--- src/logic/mrlc_pkg.sv ---
// Purpose: constants and types for the monitor reset and loop control core
// Assumes: 25 MHz system clock, register port driven by the serial protocol engine
// Notes: all offsets are internal register addresses of the byte-wide map
// Functional notes
// - power-on reset returns all registers to defaults; measurement memory stays undefined
// - power-on reset drives the system reset pin low at least 20 ms
// - after power-up the measurement loop stays idle until the host starts it
// - reset pin is two-way: driven low on reset, external low causes reset
// - writing control bit 4 pulses reset pin low 20 ms, registers untouched
// - control bit 4 clears itself when the reset pin becomes active
// - software reset pulse only when mask register 2 bit 7 is one
// - control bit 7 restores defaults except memory and analog output, self-clears
// - external low on reset pin: hold low over 20 ms, restore defaults
// - control bit 0 starts the loop when set, stops into standby when clear
// - standby keeps register access and watches reset and chassis inputs
// - control bit 1 enables the interrupt output pin
// - control bit 3 deasserts interrupt, halts loop, keeps status bits
// - control bit 6 drives the chassis pin low to clear the external latch
// - inputs sampled round-robin in fixed order, whole loop about once a second
// - completed results live in measurement memory, readable at any time
// - a stop request lets the current loop finish and store results
// - every restart begins with the temperature measurement
// - latest temperature readable as one byte at location 27h
// - temperature byte is two's complement whole degrees, top bit sign
// - temperature configuration bit 7 shows the half-degree bit
// - each result is checked against its limits, violation sets a status bit
package mrlc_pkg;
    // clock and timing
    localparam int CLK_KHZ = 25000;
    localparam int PULSE_TIME_MS = 20;
    localparam int PULSE_CYC = PULSE_TIME_MS * CLK_KHZ + 1;  // one extra cycle keeps it strictly above
    localparam int LOOP_TIME_MS = 1000;
    localparam int NUM_CHAN = 9;
    localparam int SLOT_CYC = (LOOP_TIME_MS * CLK_KHZ) / NUM_CHAN;
    localparam int PCNT_W = 20;
    localparam int SCNT_W = 24;
    localparam logic [2:0] BLANK_CYC = 3'h6;  // ignore pin echo after release
    // register offsets
    localparam logic [7:0] A_DAC = 8'h19;
    localparam logic [7:0] A_RAM_LO = 8'h20;
    localparam logic [7:0] A_RAM_HI = 8'h3d;
    localparam logic [7:0] A_TEMP = 8'h27;
    localparam logic [7:0] A_COMPANY = 8'h3e;
    localparam logic [7:0] A_STEP = 8'h3f;
    localparam logic [7:0] A_CFG = 8'h40;
    localparam logic [7:0] A_ST1 = 8'h41;
    localparam logic [7:0] A_ST2 = 8'h42;
    localparam logic [7:0] A_MSK1 = 8'h43;
    localparam logic [7:0] A_MSK2 = 8'h44;
    localparam logic [7:0] A_CHSCLR = 8'h46;
    localparam logic [7:0] A_TCFG = 8'h4b;
    // control register fields
    localparam int CFG_START = 0;
    localparam int CFG_INTEN = 1;
    localparam int CFG_INTCLR = 3;
    localparam int CFG_SWRST = 4;
    localparam int CFG_CHSDRV = 6;
    localparam int CFG_INIT = 7;
    localparam int MSK2_RSTSEL = 7;
    localparam int CHSCLR_BIT = 7;
    localparam int TCFG_HALF = 7;
    localparam int ST2_CHS = 4;
    localparam int ST2_FAN2 = 0;
    // reset values
    localparam logic [7:0] CFG_RST = 8'h08;
    localparam logic [7:0] TCFG_RST = 8'h01;
    localparam logic [7:0] DAC_RST = 8'hff;
    localparam logic [7:0] ZERO_RST = 8'h00;
    // measurement memory layout, indices from A_RAM_LO
    localparam int RAM_WORDS = 30;
    localparam logic [4:0] LIM_HI_BASE = 5'h0b;
    localparam logic [4:0] LIM_LO_BASE = 5'h0c;
    localparam logic [3:0] CH_TEMP = 4'h0;
    localparam logic [3:0] CH_FAN1 = 4'h7;
    localparam logic [3:0] CH_LAST = 4'h8;

    typedef enum logic [1:0] {
        MS_IDLE = 2'b00,
        MS_CONV = 2'b01,
        MS_WAIT = 2'b10,
        MS_PACE = 2'b11
    } mrlc_mstate_t;

    // register port request from the serial engine
    typedef struct packed {
        logic wr;
        logic rd;
        logic [7:0] addr;
        logic [7:0] wdata;
    } mrlc_req_t;

    // converter result
    typedef struct packed {
        logic done;
        logic [8:0] data;  // temperature: [8:1] whole degrees, [0] half degree
    } mrlc_conv_t;
endpackage : mrlc_pkg

--- src/logic/mrlc_core.sv ---
// Purpose: reset sources, control register, measurement loop and temperature result
// Assumes: register port from the serial engine, converter answers with a done pulse
// Notes: pin inputs pass a three-stage synchroniser; memory is not cleared by reset
`timescale 1ns/1ps
module mrlc_core
    import mrlc_pkg::*;
#(
    parameter int unsigned P_PULSE_CYC = PULSE_CYC,
    parameter int unsigned P_SLOT_CYC = SLOT_CYC,
    parameter logic [7:0] P_COMPANY_ID = 8'h5a,  // arbitrary value
    parameter logic [7:0] P_STEPPING = 8'h02  // arbitrary value
) (
    // clock and reset
    input wire logic i_sys_clk,
    input wire logic i_srst,
    // register port
    input wire mrlc_req_t i_req,
    output logic [7:0] o_reg_rdata,
    output logic o_reg_rvalid,
    // converter
    input wire mrlc_conv_t i_conv,
    output logic o_conv_start,
    output logic [3:0] o_conv_chan,
    output logic [7:0] o_dac_code,
    // open-drain pins
    input wire logic i_rst_pin,
    output logic o_rst_pin_out,
    output logic o_rst_pin_oe,
    input wire logic i_chassis_intrusion_pin,
    output logic o_chassis_intrusion_pin_out,
    output logic o_chassis_intrusion_pin_oe,
    output logic o_int_n
);
    typedef struct packed {
        logic [RAM_WORDS-1:0][7:0] ram;
        logic [7:0] dac;
        logic [7:0] cfg;
        logic [7:0] st1;
        logic [7:0] st2;
        logic [7:0] msk1;
        logic [7:0] msk2;
        logic [7:0] chsclr;
        logic [7:0] tcfg;
        logic [2:0] rpin;  // reset pin synchroniser
        logic rpin_f;
        logic [2:0] cpin;  // chassis pin synchroniser
        logic cpin_f;
        logic driving;
        logic [PCNT_W-1:0] pcnt;
        logic [2:0] blank;
        mrlc_mstate_t ms;
        logic [3:0] chan;
        logic [SCNT_W-1:0] scnt;
        logic conv_start;
        logic [7:0] rdata;
        logic rvalid;
        logic rst_oe;
        logic chs_oe;
        logic int_n;
    } mrlc_state_t;

    mrlc_state_t st_q;
    mrlc_state_t st_d;

    // memory index of the result slot for each channel in loop order
    function automatic logic [4:0] res_idx(input logic [3:0] ch);
        unique case (ch)
            4'h0: res_idx = 5'h07;
            4'h1: res_idx = 5'h06;
            4'h2: res_idx = 5'h04;
            4'h3: res_idx = 5'h03;
            4'h4: res_idx = 5'h02;
            4'h5: res_idx = 5'h00;
            4'h6: res_idx = 5'h01;
            4'h7: res_idx = 5'h08;
            default: res_idx = 5'h09;
        endcase
    endfunction : res_idx

    // limit check: temperature signed, fans high limit only
    function automatic logic viol(input logic [3:0] ch, input logic [7:0] v, input logic [7:0] hi,
                                  input logic [7:0] lo);
        if (ch == CH_TEMP) begin
            viol = ($signed(v) > $signed(hi)) || ($signed(v) < $signed(lo));
        end else if (ch >= CH_FAN1) begin
            viol = v > hi;
        end else begin
            viol = (v > hi) || (v < lo);
        end
    endfunction : viol

    // restore the register defaults that both initialisation and pin reset touch
    function automatic mrlc_state_t init_regs(input mrlc_state_t s);
        init_regs = s;
        init_regs.cfg = CFG_RST;
        init_regs.st1 = ZERO_RST;
        init_regs.st2 = ZERO_RST;
        init_regs.msk1 = ZERO_RST;
        init_regs.msk2 = ZERO_RST;
        init_regs.chsclr = ZERO_RST;
        init_regs.tcfg = TCFG_RST;
    endfunction : init_regs

    logic run_ok;
    logic [4:0] ridx;
    logic [4:0] hidx;
    logic [4:0] lidx;
    logic [4:0] widx;
    logic [7:0] res;
    logic hw_req;
    logic sw_req;

    // next-state logic
    always_comb begin
        st_d = st_q;
        st_d.conv_start = 1'b0;
        st_d.rvalid = 1'b0;
        run_ok = st_q.cfg[CFG_START] && !st_q.cfg[CFG_INTCLR];
        ridx = res_idx(st_q.chan);
        hidx = 5'(LIM_HI_BASE + {st_q.chan, 1'b0});
        lidx = 5'(LIM_LO_BASE + {st_q.chan, 1'b0});
        widx = 5'(i_req.addr - A_RAM_LO);
        res = i_conv.data[8:1];
        // pin synchronisers, level accepted once stages two and three agree
        st_d.rpin = {st_q.rpin[1:0], i_rst_pin};
        st_d.cpin = {st_q.cpin[1:0], i_chassis_intrusion_pin};
        if (st_q.rpin[1] == st_q.rpin[2]) begin
            st_d.rpin_f = st_q.rpin[2];
        end
        if (st_q.cpin[1] == st_q.cpin[2]) begin
            st_d.cpin_f = st_q.cpin[2];
        end
        // register writes and reads, served in standby too
        if (i_req.wr) begin
            if (i_req.addr == A_DAC) begin
                st_d.dac = i_req.wdata;
            end else if (i_req.addr >= A_RAM_LO && i_req.addr <= A_RAM_HI) begin
                st_d.ram[widx] = i_req.wdata;
            end else if (i_req.addr == A_CFG) begin
                if (i_req.wdata[CFG_INIT]) begin
                    st_d = init_regs(st_d);
                end else begin
                    st_d.cfg = i_req.wdata;
                    st_d.cfg[CFG_SWRST] = i_req.wdata[CFG_SWRST] && st_q.msk2[MSK2_RSTSEL];
                end
            end else if (i_req.addr == A_MSK1) begin
                st_d.msk1 = i_req.wdata;
            end else if (i_req.addr == A_MSK2) begin
                st_d.msk2 = i_req.wdata;
            end else if (i_req.addr == A_CHSCLR) begin
                st_d.chsclr = {i_req.wdata[CHSCLR_BIT], 7'h00};
            end else if (i_req.addr == A_TCFG) begin
                st_d.tcfg[1:0] = i_req.wdata[1:0];
            end
        end
        if (i_req.rd) begin
            st_d.rvalid = 1'b1;
            st_d.rdata = 8'h00;
            if (i_req.addr == A_DAC) begin
                st_d.rdata = st_q.dac;
            end else if (i_req.addr >= A_RAM_LO && i_req.addr <= A_RAM_HI) begin
                st_d.rdata = st_q.ram[widx];
            end else if (i_req.addr == A_COMPANY) begin
                st_d.rdata = P_COMPANY_ID;
            end else if (i_req.addr == A_STEP) begin
                st_d.rdata = P_STEPPING;
            end else if (i_req.addr == A_CFG) begin
                st_d.rdata = st_q.cfg;
            end else if (i_req.addr == A_ST1) begin
                st_d.rdata = st_q.st1;
                st_d.st1 = 8'h00;  // clear on read, later sets win
            end else if (i_req.addr == A_ST2) begin
                st_d.rdata = st_q.st2;
                st_d.st2 = 8'h00;
            end else if (i_req.addr == A_MSK1) begin
                st_d.rdata = st_q.msk1;
            end else if (i_req.addr == A_MSK2) begin
                st_d.rdata = st_q.msk2;
            end else if (i_req.addr == A_CHSCLR) begin
                st_d.rdata = st_q.chsclr;
            end else if (i_req.addr == A_TCFG) begin
                st_d.rdata = st_q.tcfg;
            end
        end
        // reset pin: pulses and external pull-low detection
        hw_req = !st_q.rpin_f && !st_q.driving && st_q.blank == 3'h0;
        sw_req = st_q.cfg[CFG_SWRST];
        if (hw_req || sw_req) begin
            st_d.driving = 1'b1;
            st_d.pcnt = PCNT_W'(P_PULSE_CYC - 1);
            st_d.cfg[CFG_SWRST] = 1'b0;
            if (hw_req) begin
                st_d = init_regs(st_d);
            end
        end else if (st_q.driving) begin
            if (st_q.pcnt == '0) begin
                st_d.driving = 1'b0;
                st_d.blank = BLANK_CYC;
            end else begin
                st_d.pcnt = st_q.pcnt - 1'b1;
            end
        end else if (st_q.blank != 3'h0) begin
            st_d.blank = st_q.blank - 1'b1;
        end
        // measurement loop
        if (st_q.scnt != '0) begin
            st_d.scnt = st_q.scnt - 1'b1;
        end
        unique case (st_q.ms)
            MS_IDLE: begin
                if (run_ok) begin
                    st_d.chan = CH_TEMP;
                    st_d.ms = MS_CONV;
                end
            end
            MS_CONV: begin
                st_d.conv_start = 1'b1;
                st_d.scnt = SCNT_W'(P_SLOT_CYC - 1);
                st_d.ms = MS_WAIT;
            end
            MS_WAIT, MS_PACE: begin
                if (st_q.ms == MS_WAIT && i_conv.done) begin
                    st_d.ram[ridx] = res;
                    if (st_q.chan == CH_TEMP) begin
                        st_d.tcfg[TCFG_HALF] = i_conv.data[0];
                    end
                    if (viol(st_q.chan, res, st_q.ram[hidx], st_q.ram[lidx])) begin
                        if (st_q.chan == CH_LAST) begin
                            st_d.st2[ST2_FAN2] = 1'b1;
                        end else begin
                            st_d.st1[st_q.chan[2:0]] = 1'b1;
                        end
                    end
                    st_d.ms = MS_PACE;
                end else if (st_q.scnt == '0) begin
                    if (st_q.chan != CH_LAST) begin
                        st_d.chan = st_q.chan + 1'b1;
                        st_d.ms = MS_CONV;
                    end else if (run_ok) begin
                        st_d.chan = CH_TEMP;
                        st_d.ms = MS_CONV;
                    end else begin
                        st_d.ms = MS_IDLE;
                    end
                end
            end
        endcase
        // chassis input and clear drive
        st_d.chs_oe = !(st_d.cfg[CFG_CHSDRV] || st_d.chsclr[CHSCLR_BIT]);
        if (st_q.cpin_f && st_q.chs_oe) begin
            st_d.st2[ST2_CHS] = 1'b1;
        end
        // pin and interrupt outputs
        st_d.rst_oe = !st_d.driving;
        st_d.int_n = !(st_d.cfg[CFG_INTEN] && !st_d.cfg[CFG_INTCLR]
            && ((|(st_d.st1 & ~st_d.msk1)) || (|(st_d.st2[6:0] & ~st_d.msk2[6:0]))));
        // power-on reset: everything but the measurement memory
        if (i_srst) begin
            st_d = '0;
            st_d.ram = st_q.ram;
            st_d = init_regs(st_d);
            st_d.dac = DAC_RST;
            st_d.rpin = 3'h7;
            st_d.rpin_f = 1'b1;
            st_d.driving = 1'b1;
            st_d.pcnt = PCNT_W'(P_PULSE_CYC - 1);
            st_d.ms = MS_IDLE;
            st_d.rst_oe = 1'b0;
            st_d.chs_oe = 1'b1;
            st_d.int_n = 1'b1;
        end
    end

    // state register
    always_ff @(posedge i_sys_clk) begin
        st_q <= st_d;
    end

    // outputs straight from the state register, pin data outputs tied low
    assign o_reg_rdata = st_q.rdata;
    assign o_reg_rvalid = st_q.rvalid;
    assign o_conv_start = st_q.conv_start;
    assign o_conv_chan = st_q.chan;
    assign o_dac_code = st_q.dac;
    assign o_rst_pin_out = 1'b0;
    assign o_rst_pin_oe = st_q.rst_oe;
    assign o_chassis_intrusion_pin_out = 1'b0;
    assign o_chassis_intrusion_pin_oe = st_q.chs_oe;
    assign o_int_n = st_q.int_n;

    // helper: length of the current low drive, previous start channel
    int low_len;
    logic [3:0] last_chan;
    always_ff @(posedge i_sys_clk) begin
        low_len <= (i_srst || o_rst_pin_oe) ? 0 : low_len + 1;  // known zero from reset, no unknown at release
        if (o_conv_start) begin
            last_chan <= o_conv_chan;
        end
    end
endmodule : mrlc_core

--- config.mk ---
export PLATFORM = sky130hd
export DESIGN_NAME = mrlc_core
export DESIGN_NICKNAME = d
export VERILOG_FILES = /design/src/logic/mrlc_pkg.sv /design/src/logic/mrlc_core.sv
export SDC_FILE = /design/constraint.sdc
export NUM_CORES = 1
export LEC_CHECK = 0
export ABC_CLOCK_PERIOD_IN_PS = 6300
export BUFFER_PORTS_ARGS = -buffer_cell sky130_fd_sc_hd__buf_2
export CORE_MARGIN = 5
export CORE_UTILIZATION = 60
export DETAILED_ROUTE_END_ITERATION = 8
export PLACE_DENSITY = 0.77
export SKIP_CTS_REPAIR_TIMING = 1
export SYNTH_ARGS = -nofsm -noshare
export SYNTH_HDL_FRONTEND = slang
export SYNTH_SLANG_ARGS = --single-unit
--- constraint.sdc ---
create_clock -name i_sys_clk -period 6.3 [get_ports i_sys_clk]
set_input_delay 0.315 -clock i_sys_clk [delete_from_list [all_inputs] [get_ports i_sys_clk]]
set_output_delay 0.315 -clock i_sys_clk [all_outputs]
set_load 0.03 [all_outputs]
==> metrics.md <==
| Metric | Value |
|---|---|
| Status | `complete, no violations` |
| Floorplan row count | `69` |
| Crit-path max FO | `28` |
| Maximum vdd drop | `362 uV` |
| Drt first pass iters | `6` |
| Die footprint | `39600 um^2` |
| Cell Int Power | `4.59 mW` |
| Reg clk slew, reported paths | `0.06 ns` |
| Startpoint class of the critical path | `register` |
| Post-synth top flop | `edfxtp_1` |
| Setup crit start | `o_conv_chan[0]` |
| Period utilisation layout | `75.9%` |
| I/O pin total | `59` |
| Comb pwr share | `14.7%` |
| Chip Height | `199 um` |
| Syn-to-layout area delta | `7.53%` |
| Initial DRC count | `2342` |
| Initial Util | `60.6%` |
| Routed WL per cell | `27.2 um` |
| Sum Neg Setup Slack | `0 ns` |
| RSZ-0062 raised after global routing | `no` |
| Longest Clk Path Bufs | `3` |
| Layout Nets | `1997` |
| Reg-to-reg endpoint | `st_q[117]` |
| Number of CTS-inserted buffers | `43` |
| Global Route Usage Sum | `32.9%` |
| P per Cell Area | `272 nW/um^2` |
| Yosys cell types | `86` |
| Total congestion overflow | `0` |
| WHS | `0.0509 ns` |
| Max-slew violations | `0` |
| Layout cells sized above 1 | `15.0%` |
| Net Sw Power | `1.68 mW` |
| Register bit total from synthesis | `383` |
| CTS Sinks | `383` |
| Global-route wire length before repair | `98.9 mm` |
| Asr flop ratio synth | `0%` |
| Ant diodes | `0` |
| Cells on worst reg2reg path | `16` |
| I/O Buffers | `56` |
| Dpl hpwl | `45.3 mm` |
| Final hold vios | `0` |
| Worst Slack Setup Final | `1.52 ns` |
| Total vias in the final route | `16800` |
| DP Area | `21700 um^2` |
| Drt via density | `6.94` |
| Kind of critical path | `reg -> reg` |
| Clk_skew | `0.0104 ns` |
| EDFF count, synth | `240` |
| Power share of the sequential group | `46.8%` |
| Post-Syn Instances | `1973` |
| Clock latency on the worst-skew pair | `0.55 ns` |
| Routability cong. | `1.02` |
| Fmax | `209 MHz` |
| Final Instance Area | `23100 um^2` |
| Die width | `199 um` |
| Register area share after synthesis | `46.9%` |
| Vias in the first global route | `15800` |
| Root Driver | `clkbuf_16` |
| Post-synth top area share | `33.6%` |
| Final WL | `65.9 mm` |
| Worst Path Arrival | `5.20 ns` |
| Post-synth top cells | `243 x nor2_1, 240 x edfxtp_1, 203 x a21oi_1` |
| Sw Share | `26.8%` |
| H-tree depth | `2` |
| Layout fillers | `2717` |
| Worst reg-to-reg setup slack | `1.52 ns` |
| Drt drc | `0` |
| Final setup vio count | `0` |
| Origin of the critical flop-to-flop path | `o_conv_chan[0]` |
| Max-cap viol count | `0` |
| Capture point of the worst path | `st_q[117]` |
| Avg Inst Size Synth | `10.9 um^2` |
| CTS tree | `done` |
| Post-route ant nets | `0` |
| Yosys top cell by area | `edfxtp_1` |
| Synth warnings | `0` |
| Pre-CTS setup slack | `1.70 ns` |
| HP Class | `in -> reg` |
| Fin crit period | `4.78 ns` |
| Mapped Area | `21400 um^2` |
| Largest cells by area after synthesis | `edfxtp_1 34%, dfxtp_1 13%, mux4_2 12%` |
| Count leader, synth | `nor2_1` |
| Req. time, crit path | `6.72 ns` |
| Antenna violations before repair | `0` |
| Leak pwr | `8.68 nW` |
| Largest net degree at the start of global routing | `83` |
| Slew of the pin with the lowest slew margin | `1.18 ns` |
| Rel. slew slack | `21.2%` |
| Core outline area | `35400 um^2` |
| CP endpoint kind | `register` |
| Clock power share | `38.4%` |
[through the flow]
stage / total power [mW] / utilization, % / std cells
global route: 6.48 / 65.2 / 2424
floorplan: 3.63 / - / 1974
CTS: 6.26 / 65.1 / 2423
finish: 6.27 / 65.2 / 2424
detailed placement: 3.88 / 61.4 / 2352
global placement: 3.84 / 61.4 / 2352
[kinds of logic after synthesis]
logic type	count (synthesis)	share of synthesized area, %
other	1	0.0175
DFF	383	46.9
adders and majority gates	28	1.63
muxes	307	21.2
buffers and inverters	197	4.16
and+or+nand+nor	617	13.4
AOI/OAI and AO/OA	416	11.6
xor gates and xnor gates	24	1.07
[critical path: stages, from the launching register on]
cell and delay, ns:
dfxtp_4 0.53, inv_1 0.15, ha_1 0.55, buf_4 0.45, and2_1 0.35, a21oi_1 0.10
o21ai_0 0.15, o21ai_0 0.10, ha_1 0.34, a21oi_1 0.19, inv_1 0.07, a2111oi_0 0.73
o21ai_0 0.21, a22oi_1 0.21, o22ai_2 0.20, a32oi_1 0.25, nor2_1 0.06
[cell usage in the layout, fill, tap and decap left out, types with 7 or more instances in the layout]
master / netlist / final
o22ai_1: 7 / 7
mux2i_1: 180 / 180
nand2b_1: 11 / 11
a21oi_1: 203 / 203
dfxtp_1: 143 / 141
o21ai_0: 68 / 68
a21o_1: 9 / 9
mux4_2: 117 / 117
clkbuf_16: 0 / 43
nor2_1: 243 / 243
mux2_2: 9 / 9
nor4_1: 11 / 10
a31oi_1: 11 / 11
o21ai_1: 19 / 19
xnor2_1: 12 / 12
o211ai_1: 11 / 11
nor3_1: 25 / 25
nand2_1: 170 / 170
buf_2: 24 / 54
or3_1: 11 / 11
and2_1: 28 / 28
xor2_1: 11 / 10
nor2b_1: 14 / 14
nand3_1: 38 / 38
nor3b_1: 8 / 8
nand4_1: 10 / 10
a221oi_1: 10 / 10
edfxtp_1: 240 / 240
inv_1: 36 / 35
clkbuf_1: 89 / 10
a22oi_1: 16 / 16
buf_4: 26 / 22
and3_1: 9 / 9
ha_1: 28 / 28
[power groups by stage]
| stage | registers (mW) | clock network, mW | logic, mW |
|---|---|---|---|
| final | 2.94 | 2.41 | 0.923 |
| after global routing | 2.95 | 2.53 | 1.00 |
| after CTS | 2.93 | 2.43 | 0.908 |
| after detailed placement | 2.98 | 0 | 0.898 |
| after global placement | 2.97 | 0 | 0.871 |
| after floorplan | 2.95 | 0 | 0.686 |
[worst min path at each step]
stage,from,to,slack [ns],cells after the start
6_report,i_conv[0],st_q[82],0.05,3
5_1_grt,i_conv[0],st_q[82],0.07,3
4_1_cts,i_rst_pin,st_q[72],-0.05,2
3_5_place_dp,st_q[72],st_q[73],0.41,1
3_3_place_gp,st_q[72],st_q[73],0.41,1
2_1_floorplan,st_q[72],st_q[73],0.39,1
[metal layers]
| layer | wire length (um) | track usage (%) | vias to the layer above | part of all wire, % |
|---|---|---|---|---|
| met1 | 24600 | 46.0 | 8108 | 37 |
| met2 | 29800 | 50.8 | 1191 | 45 |
| met5 | 0 | 0 | - | 0 |
| li1 | - | - | 7288 | - |
| met4 | 3280 | 13.1 | 0 | 5.0 |
| met3 | 8190 | 6.85 | 225 | 12 |
[area by class of cell]
| cell class | instances | area, um^2 | area share (%) |
|---|---|---|---|
| Clock buffer | 57 | 1170 | 5.07 |
| Timing Repair Buffer | 77 | 445 | 1.93 |
| Sequential cell | 383 | 10100 | 43.7 |
| Tap cell | 461 | 577 | 2.50 |
| Clock inverter | 14 | 144 | 0.624 |
| Inverter | 38 | 150 | 0.651 |
| Multi-Input combinational cell | 1394 | 10500 | 45.5 |
Note: power is estimated with default switching activity, not from simulation.
